<file path="src/rtl/acc_defs.vh">
// register offsets, field positions, codes and timing counts for the conversion control block
`ifndef ACC_DEFS_VH
`define ACC_DEFS_VH
`define ACC_ADDR_W        3
`define ACC_OFF_CONTROL   3'h0
`define ACC_OFF_CONFIG    3'h1
`define ACC_OFF_TRIGGER   3'h2
`define ACC_OFF_RES_UPPER 3'h3
`define ACC_OFF_RES_LOWER 3'h4
`define ACC_OFF_STATUS    3'h5
`define ACC_CTL_ON        0
`define ACC_CTL_GO        1
`define ACC_CTL_CH_LO     2
`define ACC_CTL_CH_HI     6
`define ACC_CFG_JUST      7
`define ACC_CFG_CLK_LO    4
`define ACC_CFG_CLK_HI    6
`define ACC_CFG_REF_LO    0
`define ACC_CFG_REF_HI    1
`define ACC_TRG_LO        4
`define ACC_TRG_HI        7
`define ACC_STS_DONE      0
`define ACC_STS_TMRA      1
`define ACC_STS_TMRB      2
`define ACC_RESET_BYTE    8'h00
`define ACC_CH_EXT_MAX    5'h03
`define ACC_CH_TEMP       5'h1D
`define ACC_CH_DAC        5'h1E
`define ACC_CH_FIXREF     5'h1F
`define ACC_REF_SUPPLY    2'h0
`define ACC_REF_EXT       2'h2
`define ACC_REF_FIXED     2'h3
`define ACC_TRG_NONE      4'h0
`define ACC_TRG_PWM1_IRQ  4'h1
`define ACC_TRG_PWM2_IRQ  4'h2
`define ACC_TRG_TMRA      4'h3
`define ACC_TRG_TMRB      4'h4
`define ACC_TRG_TMRC      4'h5
`define ACC_TRG_COMP      4'h6
`define ACC_TRG_PWM3_IRQ  4'h7
`define ACC_TRG_PWM1_OFS  4'h8
`define ACC_TRG_PWM2_OFS  4'h9
`define ACC_TRG_PWM3_OFS  4'hA
`define ACC_RES_BITS      10
`define ACC_HALF_PERIODS  5'h17
`endif

</file>
<file path="src/rtl/acc_clock_divider.v">
// bit-clock tick generator: divided system clock or synchronised rc clock
`timescale 1ns/1ps
`default_nettype none
module acc_clock_divider
(
   input  wire       CLK,
   input  wire       RST,
   input  wire       run,
   input  wire [2:0] clk_sel,
   input  wire       rc_clk,
   output reg        half_tick
);
   reg  [5:0] cnt_q;
   reg  [5:0] limit;
   reg        rc_s1_q;
   reg        rc_s2_q;
   reg        rc_s3_q;
   wire       use_rc;

   assign use_rc = (clk_sel[1:0] == 2'h3);

   // half a bit period per tick, so a /2 clock ticks every cycle
   always @*
   begin
      case (clk_sel)
         3'h0:    limit = 6'h00;
         3'h4:    limit = 6'h01;
         3'h1:    limit = 6'h03;
         3'h5:    limit = 6'h07;
         3'h2:    limit = 6'h0F;
         3'h6:    limit = 6'h1F;
         default: limit = 6'h00;
      endcase
   end

   always @(posedge CLK)
   begin
      if (RST)
      begin
         cnt_q     <= 6'h00;
         rc_s1_q   <= 1'b0;
         rc_s2_q   <= 1'b0;
         rc_s3_q   <= 1'b0;
         half_tick <= 1'b0;
      end
      else
      begin
         rc_s1_q <= rc_clk;
         rc_s2_q <= rc_s1_q;
         rc_s3_q <= rc_s2_q;
         if (!run)
         begin
            cnt_q     <= 6'h00;
            half_tick <= 1'b0;
         end
         else if (use_rc)
         begin
            // each rc edge is half a bit period
            half_tick <= rc_s2_q ^ rc_s3_q;
         end
         else if (cnt_q >= limit)
         begin
            cnt_q     <= 6'h00;
            half_tick <= 1'b1;
         end
         else
         begin
            cnt_q     <= cnt_q + 6'h01;
            half_tick <= 1'b0;
         end
      end
   end
endmodule
`default_nettype wire

</file>
<file path="src/rtl/acc_conv_control.v">
// conversion control, sequencing and result formatting for a 10-bit sar converter
`timescale 1ns/1ps
`default_nettype none
`include "acc_defs.vh"
module acc_conv_control
(
   input  wire       CLK,
   input  wire       RST,
   input  wire [2:0] ADDR,
   input  wire [7:0] WDATA,
   input  wire       WR,
   input  wire       RD,
   output reg  [7:0] RDATA,
   input  wire       COMPARE_HIGH,
   input  wire       RC_CONV_CLOCK,
   input  wire       TMR_A_OVERFLOW,
   input  wire       TMR_B_OVERFLOW,
   input  wire       TMR_C_MATCH,
   input  wire       COMP_OUT_SYNCED,
   input  wire [2:0] PWM_INTERRUPT,
   input  wire [2:0] PWM_OFFSET_MATCH,
   output reg  [9:0] DAC_CODE,
   output reg        SAMPLE_HOLD,
   output reg        ANALOG_POWER,
   output reg  [3:0] INPUT_ROUTE,
   output reg  [1:0] POSREF_ROUTE,
   output reg        TMR_A_FLAG,
   output reg        TMR_B_FLAG,
   output reg        CONV_DONE_FLAG
);
   localparam ST_IDLE = 2'h0;
   localparam ST_CONV = 2'h1;

   reg  [4:0] chan_q;
   reg        on_q;
   reg        go_q;
   reg        just_q;
   reg  [2:0] clksel_q;
   reg  [1:0] ref_q;
   reg  [3:0] trig_q;
   reg  [7:0] res_up_q;
   reg  [7:0] res_lo_q;
   reg  [1:0] state_q;
   reg  [4:0] half_q;
   reg  [9:0] sar_q;
   reg  [3:0] bit_q;
   reg        trig_prev_q;
   reg        trig_now;
   reg        lsb_done_q;
   reg  [9:0] abort_value;
   wire       half_tick;
   wire       wr_ctl;
   wire       sw_abort;
   wire       trig_rise;
   wire       start;
   wire       abort;

   acc_clock_divider acc_clock_divider_inst
   (
      .CLK       (CLK),
      .RST       (RST),
      .run       (state_q == ST_CONV),
      .clk_sel   (clksel_q),
      .rc_clk    (RC_CONV_CLOCK),
      .half_tick (half_tick)
   );

   // fills bits below the last resolved one with that bit's value
   function [9:0] fill_partial;
      input [9:0] v;
      input [3:0] nxt;
      integer i;
      begin
         fill_partial = v;
         for (i = 0; i < 10; i = i + 1)
            if (i < nxt)
               fill_partial[i] = v[nxt];
      end
   endfunction

   // places a 10-bit value into the two result bytes
   function [15:0] justify;
      input [9:0] v;
      input       right;
      begin
         if (right)
            justify = {6'h00, v};
         else
            justify = {v, 6'h00};
      end
   endfunction

   // early stop keeps resolved bits, the rest copy the last one resolved;
   // with nothing resolved yet the result is taken as zero
   always @*
   begin
      if (lsb_done_q)
         abort_value = sar_q;
      else if (bit_q == 4'h9)
         abort_value = 10'h000;
      else
         abort_value = fill_partial(sar_q, bit_q + 4'h1);
   end

   // codes outside the table give no trigger at all
   always @*
   begin
      case (trig_q)
         `ACC_TRG_PWM1_IRQ: trig_now = PWM_INTERRUPT[0];
         `ACC_TRG_PWM2_IRQ: trig_now = PWM_INTERRUPT[1];
         `ACC_TRG_PWM3_IRQ: trig_now = PWM_INTERRUPT[2];
         `ACC_TRG_TMRA:     trig_now = TMR_A_OVERFLOW;
         `ACC_TRG_TMRB:     trig_now = TMR_B_OVERFLOW;
         `ACC_TRG_TMRC:     trig_now = TMR_C_MATCH;
         `ACC_TRG_COMP:     trig_now = COMP_OUT_SYNCED;
         `ACC_TRG_PWM1_OFS: trig_now = PWM_OFFSET_MATCH[0];
         `ACC_TRG_PWM2_OFS: trig_now = PWM_OFFSET_MATCH[1];
         `ACC_TRG_PWM3_OFS: trig_now = PWM_OFFSET_MATCH[2];
         default:           trig_now = 1'b0;
      endcase
   end

   always @*
   begin
      if (chan_q <= `ACC_CH_EXT_MAX)
         INPUT_ROUTE = {2'h0, chan_q[1:0]} + 4'h1;
      else if (chan_q == `ACC_CH_TEMP)
         INPUT_ROUTE = 4'h5;
      else if (chan_q == `ACC_CH_DAC)
         INPUT_ROUTE = 4'h6;
      else if (chan_q == `ACC_CH_FIXREF)
         INPUT_ROUTE = 4'h7;
      else
         INPUT_ROUTE = 4'h0;
      // no input is routed while the converter is off
      if (!on_q)
         INPUT_ROUTE = 4'h0;
      POSREF_ROUTE = ref_q;
      ANALOG_POWER = on_q;
   end

   // control writes drive both the start and the early stop
   assign wr_ctl    = WR && (ADDR == `ACC_OFF_CONTROL);
   assign trig_rise = trig_now && !trig_prev_q;
   assign sw_abort  = wr_ctl && !WDATA[`ACC_CTL_GO] && (state_q == ST_CONV);
   // trigger only counts with the converter on, else nothing samples
   assign start     = on_q && (state_q == ST_IDLE) &&
                      ((wr_ctl && WDATA[`ACC_CTL_GO] && WDATA[`ACC_CTL_ON]) || trig_rise);
   // a go-clear or a power-off write stops a running conversion early
   assign abort     = (state_q == ST_CONV) &&
                      (sw_abort || !on_q || (wr_ctl && !WDATA[`ACC_CTL_ON]));

   always @(posedge CLK)
   begin
      if (RST)
      begin
         chan_q         <= 5'h00;
         on_q           <= 1'b0;
         go_q           <= 1'b0;
         just_q         <= 1'b0;
         clksel_q       <= 3'h0;
         ref_q          <= 2'h0;
         trig_q         <= 4'h0;
         res_up_q       <= 8'h00;
         res_lo_q       <= 8'h00;
         state_q        <= ST_IDLE;
         half_q         <= 5'h00;
         sar_q          <= 10'h000;
         bit_q          <= 4'h9;
         lsb_done_q     <= 1'b0;
         trig_prev_q    <= 1'b0;
         TMR_A_FLAG     <= 1'b0;
         TMR_B_FLAG     <= 1'b0;
         CONV_DONE_FLAG <= 1'b0;
         SAMPLE_HOLD    <= 1'b1;
         DAC_CODE       <= 10'h000;
         RDATA          <= 8'h00;
      end
      else
      begin
         trig_prev_q <= trig_now;
         // read data stand only in the cycle after the strobe
         RDATA <= 8'h00;
         if (RD)
         begin
            case (ADDR)
               `ACC_OFF_CONTROL:   RDATA <= {1'b0, chan_q, go_q, on_q};
               `ACC_OFF_CONFIG:    RDATA <= {just_q, clksel_q, 2'h0, ref_q};
               `ACC_OFF_TRIGGER:   RDATA <= {trig_q, 4'h0};
               `ACC_OFF_RES_UPPER: RDATA <= res_up_q;
               `ACC_OFF_RES_LOWER: RDATA <= res_lo_q;
               `ACC_OFF_STATUS:    RDATA <= {5'h00, TMR_B_FLAG, TMR_A_FLAG, CONV_DONE_FLAG};
               default:            RDATA <= 8'h00;
            endcase
         end
         if (WR)
         begin
            case (ADDR)
               `ACC_OFF_CONTROL:
               begin
                  chan_q <= WDATA[`ACC_CTL_CH_HI:`ACC_CTL_CH_LO];
                  on_q   <= WDATA[`ACC_CTL_ON];
               end
               `ACC_OFF_CONFIG:
               begin
                  just_q   <= WDATA[`ACC_CFG_JUST];
                  clksel_q <= WDATA[`ACC_CFG_CLK_HI:`ACC_CFG_CLK_LO];
                  ref_q    <= WDATA[`ACC_CFG_REF_HI:`ACC_CFG_REF_LO];
               end
               `ACC_OFF_TRIGGER:   trig_q <= WDATA[`ACC_TRG_HI:`ACC_TRG_LO];
               `ACC_OFF_RES_UPPER: res_up_q <= WDATA;
               `ACC_OFF_RES_LOWER: res_lo_q <= WDATA;
               default:            ;
            endcase
         end
         // status flags: write one to clear, a same-cycle event wins
         if (WR && (ADDR == `ACC_OFF_STATUS))
         begin
            if (WDATA[`ACC_STS_DONE])
               CONV_DONE_FLAG <= 1'b0;
            if (WDATA[`ACC_STS_TMRA])
               TMR_A_FLAG <= 1'b0;
            if (WDATA[`ACC_STS_TMRB])
               TMR_B_FLAG <= 1'b0;
         end
         // timer flags follow their events whether selected or not
         if (TMR_A_OVERFLOW)
            TMR_A_FLAG <= 1'b1;
         if (TMR_B_OVERFLOW)
            TMR_B_FLAG <= 1'b1;
         case (state_q)
            ST_IDLE:
            begin
               SAMPLE_HOLD <= 1'b1;
               if (start)
               begin
                  go_q        <= 1'b1;
                  state_q     <= ST_CONV;
                  half_q      <= 5'h00;
                  sar_q       <= 10'h000;
                  bit_q       <= 4'h9;
                  lsb_done_q  <= 1'b0;
                  SAMPLE_HOLD <= 1'b0;
                  DAC_CODE    <= 10'h200;
               end
            end
            ST_CONV:
            begin
               if (abort)
               begin
                  {res_up_q, res_lo_q} <= justify(abort_value, just_q);
                  go_q    <= 1'b0;
                  state_q <= ST_IDLE;
               end
               else if (half_tick)
               begin
                  half_q <= half_q + 5'h01;
                  // odd half ticks close a bit; first period and a half is setup
                  if (half_q[0] && (half_q >= 5'h03) && (half_q <= 5'h15))
                  begin
                     sar_q[bit_q] <= COMPARE_HIGH;
                     if (bit_q != 4'h0)
                     begin
                        bit_q    <= bit_q - 4'h1;
                        DAC_CODE <= (sar_q | ({9'h000, COMPARE_HIGH} << bit_q)) |
                                    ({9'h000, 1'b1} << (bit_q - 4'h1));
                     end
                     else
                        lsb_done_q <= 1'b1;
                  end
                  if (half_q == (`ACC_HALF_PERIODS - 5'h01))
                  begin
                     {res_up_q, res_lo_q} <= justify(sar_q, just_q);
                     go_q           <= 1'b0;
                     CONV_DONE_FLAG <= 1'b1;
                     state_q        <= ST_IDLE;
                  end
               end
            end
            default: state_q <= ST_IDLE;
         endcase
      end
   end
endmodule
`default_nettype wire

</file>
<file path="config.mk">
export PLATFORM = sky130hd
export DESIGN_NAME = acc_conv_control
export DESIGN_NICKNAME = d
export VERILOG_FILES = /design/src/rtl/acc_clock_divider.v /design/src/rtl/acc_conv_control.v
export VERILOG_INCLUDE_DIRS = /design/src /design/src/rtl
export SDC_FILE = /design/constraint.sdc
export NUM_CORES = 1
export LEC_CHECK = 0
export ABC_AREA = 1
export CORE_UTILIZATION = 57
export DETAILED_ROUTE_END_ITERATION = 10
export DONT_BUFFER_PORTS = 1
export GPL_ROUTABILITY_DRIVEN = 1
export PLACE_DENSITY = 0.75
export SETUP_SLACK_MARGIN = 0.1
export SYNTH_ARGS = -nofsm -noshare
export SYNTH_HDL_FRONTEND = slang
export SYNTH_HIERARCHICAL = 1
export SYNTH_SLANG_ARGS = --single-unit
</file>
<file path="constraint.sdc">
create_clock -name CLK -period 3.9 [get_ports CLK]
set_input_delay 0.195 -clock CLK [delete_from_list [all_inputs] [get_ports CLK]]
set_output_delay 0.195 -clock CLK [all_outputs]
set_load 0.01 [all_outputs]
</file>
==> results.rst <==
.. list-table::
   :header-rows: 1

   * - Metric
     - Value
   * - Worst flop-to-flop path startpoint
     - bit_q[0]
   * - Remaining global-route overflow
     - 0
   * - Biggest area contributors in the synthesized netlist
     - sky130_fd_sc_hd__dfxtp_1, sky130_fd_sc_hd__nand2_1, sky130_fd_sc_hd__a21oi_1, sky130_fd_sc_hd__inv_1, sky130_fd_sc_hd__nor2_1
   * - Global-route usage over all layers
     - 0.319
   * - Final-layout fill cell count
     - 899
   * - Root buf cell
     - sky130_fd_sc_hd__clkbuf_8
   * - Worst setup path class
     - reg2reg
   * - Number of vias after detailed routing
     - 5404
   * - Total setup buffers inserted after CTS
     - 0
   * - Most used flip-flop cell after synthesis
     - sky130_fd_sc_hd__dfxtp_1
   * - Synthesis Warnings
     - 6
   * - CTS buffer count
     - 9
   * - Netlist Area Pre-Place
     - 5370 um2
   * - Final setup violation count
     - 0
   * - Die width
     - 99.1 um
   * - Most common library cell in the layout ignoring fill and taps
     - sky130_fd_sc_hd__nand2_1
   * - Post-synthesis area per instance
     - 6.66 um2
   * - DR pass1 iterations
     - 5
   * - Element type at the critical path end
     - flip-flop
   * - Clock latency at the later pin of the worst-skew pair
     - 370 ps
   * - Worst path required time
     - 4150 ps
   * - Post-synth EDFFs
     - 0
   * - Clock-pin transition on the worst setup and hold timing paths
     - 100 ps
   * - Die Span Y
     - 99.1 um
   * - Net count, final
     - 849
   * - Worst Hold Class
     - in2reg
   * - Post-route fraction of the period consumed by the critical path
     - 0.731
   * - Via density per instance
     - 5.88
   * - Final Skew
     - 19.1 ps
   * - Final max-slew violation count
     - 0
   * - Number of hold buffers added after CTS
     - 11
   * - Number of distinct standard cells referenced by the synthesized netlist
     - 51
   * - DRC violation total after the first TritonRoute iteration
     - 310
   * - Maximum achievable frequency
     - 0.351 GHz
   * - Post-detailed-route count of antenna-violating nets
     - 0
   * - WP data arrival
     - 3100 ps
   * - Cell count after synthesis
     - 807
   * - Share of final-layout standard cells stronger than drive strength 1
     - 0.0866
   * - Syn nets
     - 852
   * - GP Congestion
     - 0.956
   * - Crit. Startpoint
     - bit_q[0]
   * - Dpl hpwl
     - 11100 um
   * - Worst vdd rail ir drop
     - 0.159 mV
   * - Unrepaired setup endpoints after global routing
     - false
   * - Worst-case clock buffer depth
     - 2
   * - Number of non-filler instances in the completed layout
     - 919
   * - Leakage component of the power
     - 2.35 nW
   * - TritonCTS clock tree
     - done
   * - Top-area cell type share of the netlist area
     - 0.320
   * - Routed length per instance
     - 16.8 um
   * - Tot Pwr
     - 1.71 mW
   * - Largest fanout of any net on the critical path
     - 20
   * - Largest net degree at the start of global routing
     - 47
   * - Sum Neg Setup Slack
     - 0 ps
   * - Starting utilization of the core area
     - 0.584
   * - Post-detailed-route DRC marker count
     - 0
   * - Setup crit start kind
     - flip-flop
   * - Flop and latch count out of synthesis
     - 86
   * - Cell count after placement
     - 893
   * - Proportion of synthesized flip-flops having asynchronous set or reset
     - 0
   * - Max-capacitance violation count
     - 0
   * - Relative slew slack
     - 0.446
   * - Top library cells by usage in the layout, fill and taps aside
     - sky130_fd_sc_hd__nand2_1, sky130_fd_sc_hd__inv_1, sky130_fd_sc_hd__dfxtp_1
   * - Port Buffers
     - 0
   * - Die footprint
     - 9820 um2
   * - Slew at the pin closest to its max-slew limit
     - 829 ps
   * - Portion of the post-synthesis area used by sequential elements
     - 0.320
   * - Result of the run
     - complete, no violations
   * - Number of global-route vias before repair
     - 5100
   * - Sink Count
     - 86
   * - Number of resized instances in the post-cts repair step
     - 0
   * - I/O pin count
     - 56
   * - Final Hold Fails
     - 0
   * - Critical hold path startpoint
     - WDATA[2]
   * - First-pass GRT wire length
     - 24900 um
   * - Initial antenna violation count
     - 0
   * - H-Tree Depth
     - 3
   * - Area overhead of the layout relative to synthesis
     - 6.52%
   * - Number of antenna repair diodes
     - 0
   * - Power density over the cells
     - 299 nW/um2
   * - Cell type contributing the most total cell area after synthesis
     - sky130_fd_sc_hd__dfxtp_1
   * - Final routed wirelength across all metal layers
     - 15400 um
   * - Placeable core area
     - 9200 um2
   * - Total number of placement rows
     - 35
   * - Time the final worst path needs with I/O delays and setup
     - 2850 ps
metal layers:
metal  vias up  global-route usage  wire, um
li1       2671                   -         -
met1      2474               0.371      6410
met2       214               0.555      7470
met3        45              0.0625       969
met4         0               0.171       599
met5         -                   0         0
worst paths after layout:
path                            slack, ps  cells past startpoint                        endpoint
worst min-delay path                   30                      2                       chan_q[0]
worst max register to register       1050                     10                     DAC_CODE[4]
worst max-delay path                 1050                     10                     DAC_CODE[4]
worst min register to register        400                      2  acc_clock_divider_inst/rc_s2_q
final cells by class:
type                       count  area [um2]  share of cell area
tap                          111         139              0.0243
sequential                    86        1720               0.301
clock buffer                   9         124              0.0216
inverter                     117         439              0.0767
clock inverter                 6        87.6              0.0153
timing repair buffer          14         143              0.0249
multi-input combinational    576        3070               0.536
critical path, stage by stage, from the launching register on:
cell and delay [ps]:
sky130_fd_sc_hd__dfxtp_1 700, sky130_fd_sc_hd__inv_1 220, sky130_fd_sc_hd__ha_1 290, sky130_fd_sc_hd__inv_1 140
sky130_fd_sc_hd__nor2_1 90, sky130_fd_sc_hd__inv_1 50, sky130_fd_sc_hd__nor2_1 40, sky130_fd_sc_hd__inv_1 110
sky130_fd_sc_hd__nand4_1 660, sky130_fd_sc_hd__nor2_1 340, sky130_fd_sc_hd__nor2_1 80
power by group:
group	total, mW	internal, mW	switching (mW)
clock	0.694	0.358	0.337
sequential	0.905	0.891	0.0146
combinational	0.111	0.0390	0.0720
kinds of logic (layout without fill, tap and decap cells):
kind of cell             count (synthesis)  in the layout  share of synthesized area
adder cells (fa/ha/maj)                 18             18                     0.0419
other                                    1              1                   0.000698
AO/OA/AOI/OAI                          194            194                      0.211
flip-flops                              86             86                      0.320
multiplexers                             5              5                    0.00955
XOR/XNOR                                 7              7                     0.0114
buffers and inverters                  145            146                      0.108
AND/OR/NAND/NOR                        351            351                      0.297
state kept, by name (all words and copies together), names as in the netlist, 2 cells and up:
| signal | flops |
|---|---|
| DAC_CODE | 10 |
| sar_q | 10 |
| RDATA | 8 |
| res_lo_q | 8 |
| res_up_q | 8 |
| acc_clock_divider_inst/cnt_q | 6 |
| chan_q | 5 |
| half_q | 5 |
| bit_q | 4 |
| trig_q | 4 |
| clksel_q | 3 |
| POSREF_ROUTE | 2 |
through the flow:
step	cell area (um2)	worst slack (ps)	util	hold slack, ps
6_report	5720	1050	0.622	28.8
5_1_grt	5720	670	0.622	39.5
4_1_cts	5720	1120	0.622	27.0
3_5_place_dp	5390	1160	0.586	270
3_3_place_gp	5390	1290	0.586	267
2_1_floorplan	5370	1860	-	266
Yosys cell counts (5+ instances only):
cell type	n
sky130_fd_sc_hd__nor2_2	8
sky130_fd_sc_hd__nor3_1	6
sky130_fd_sc_hd__o211ai_1	10
sky130_fd_sc_hd__inv_2	14
sky130_fd_sc_hd__dfxtp_1	86
sky130_fd_sc_hd__a221oi_1	5
sky130_fd_sc_hd__clkbuf_1	15
sky130_fd_sc_hd__o21ai_0	51
sky130_fd_sc_hd__o22ai_1	9
sky130_fd_sc_hd__inv_1	100
sky130_fd_sc_hd__buf_2	6
sky130_fd_sc_hd__nand2_2	10
sky130_fd_sc_hd__nand4_1	30
sky130_fd_sc_hd__a21oi_1	78
sky130_fd_sc_hd__nor2_4	7
sky130_fd_sc_hd__a31oi_1	5
sky130_fd_sc_hd__ha_1	18
sky130_fd_sc_hd__nand2_1	172
sky130_fd_sc_hd__nor2_1	78
sky130_fd_sc_hd__nand3_1	32
sky130_fd_sc_hd__o21ai_1	11
(Power assumes the default switching activity.)
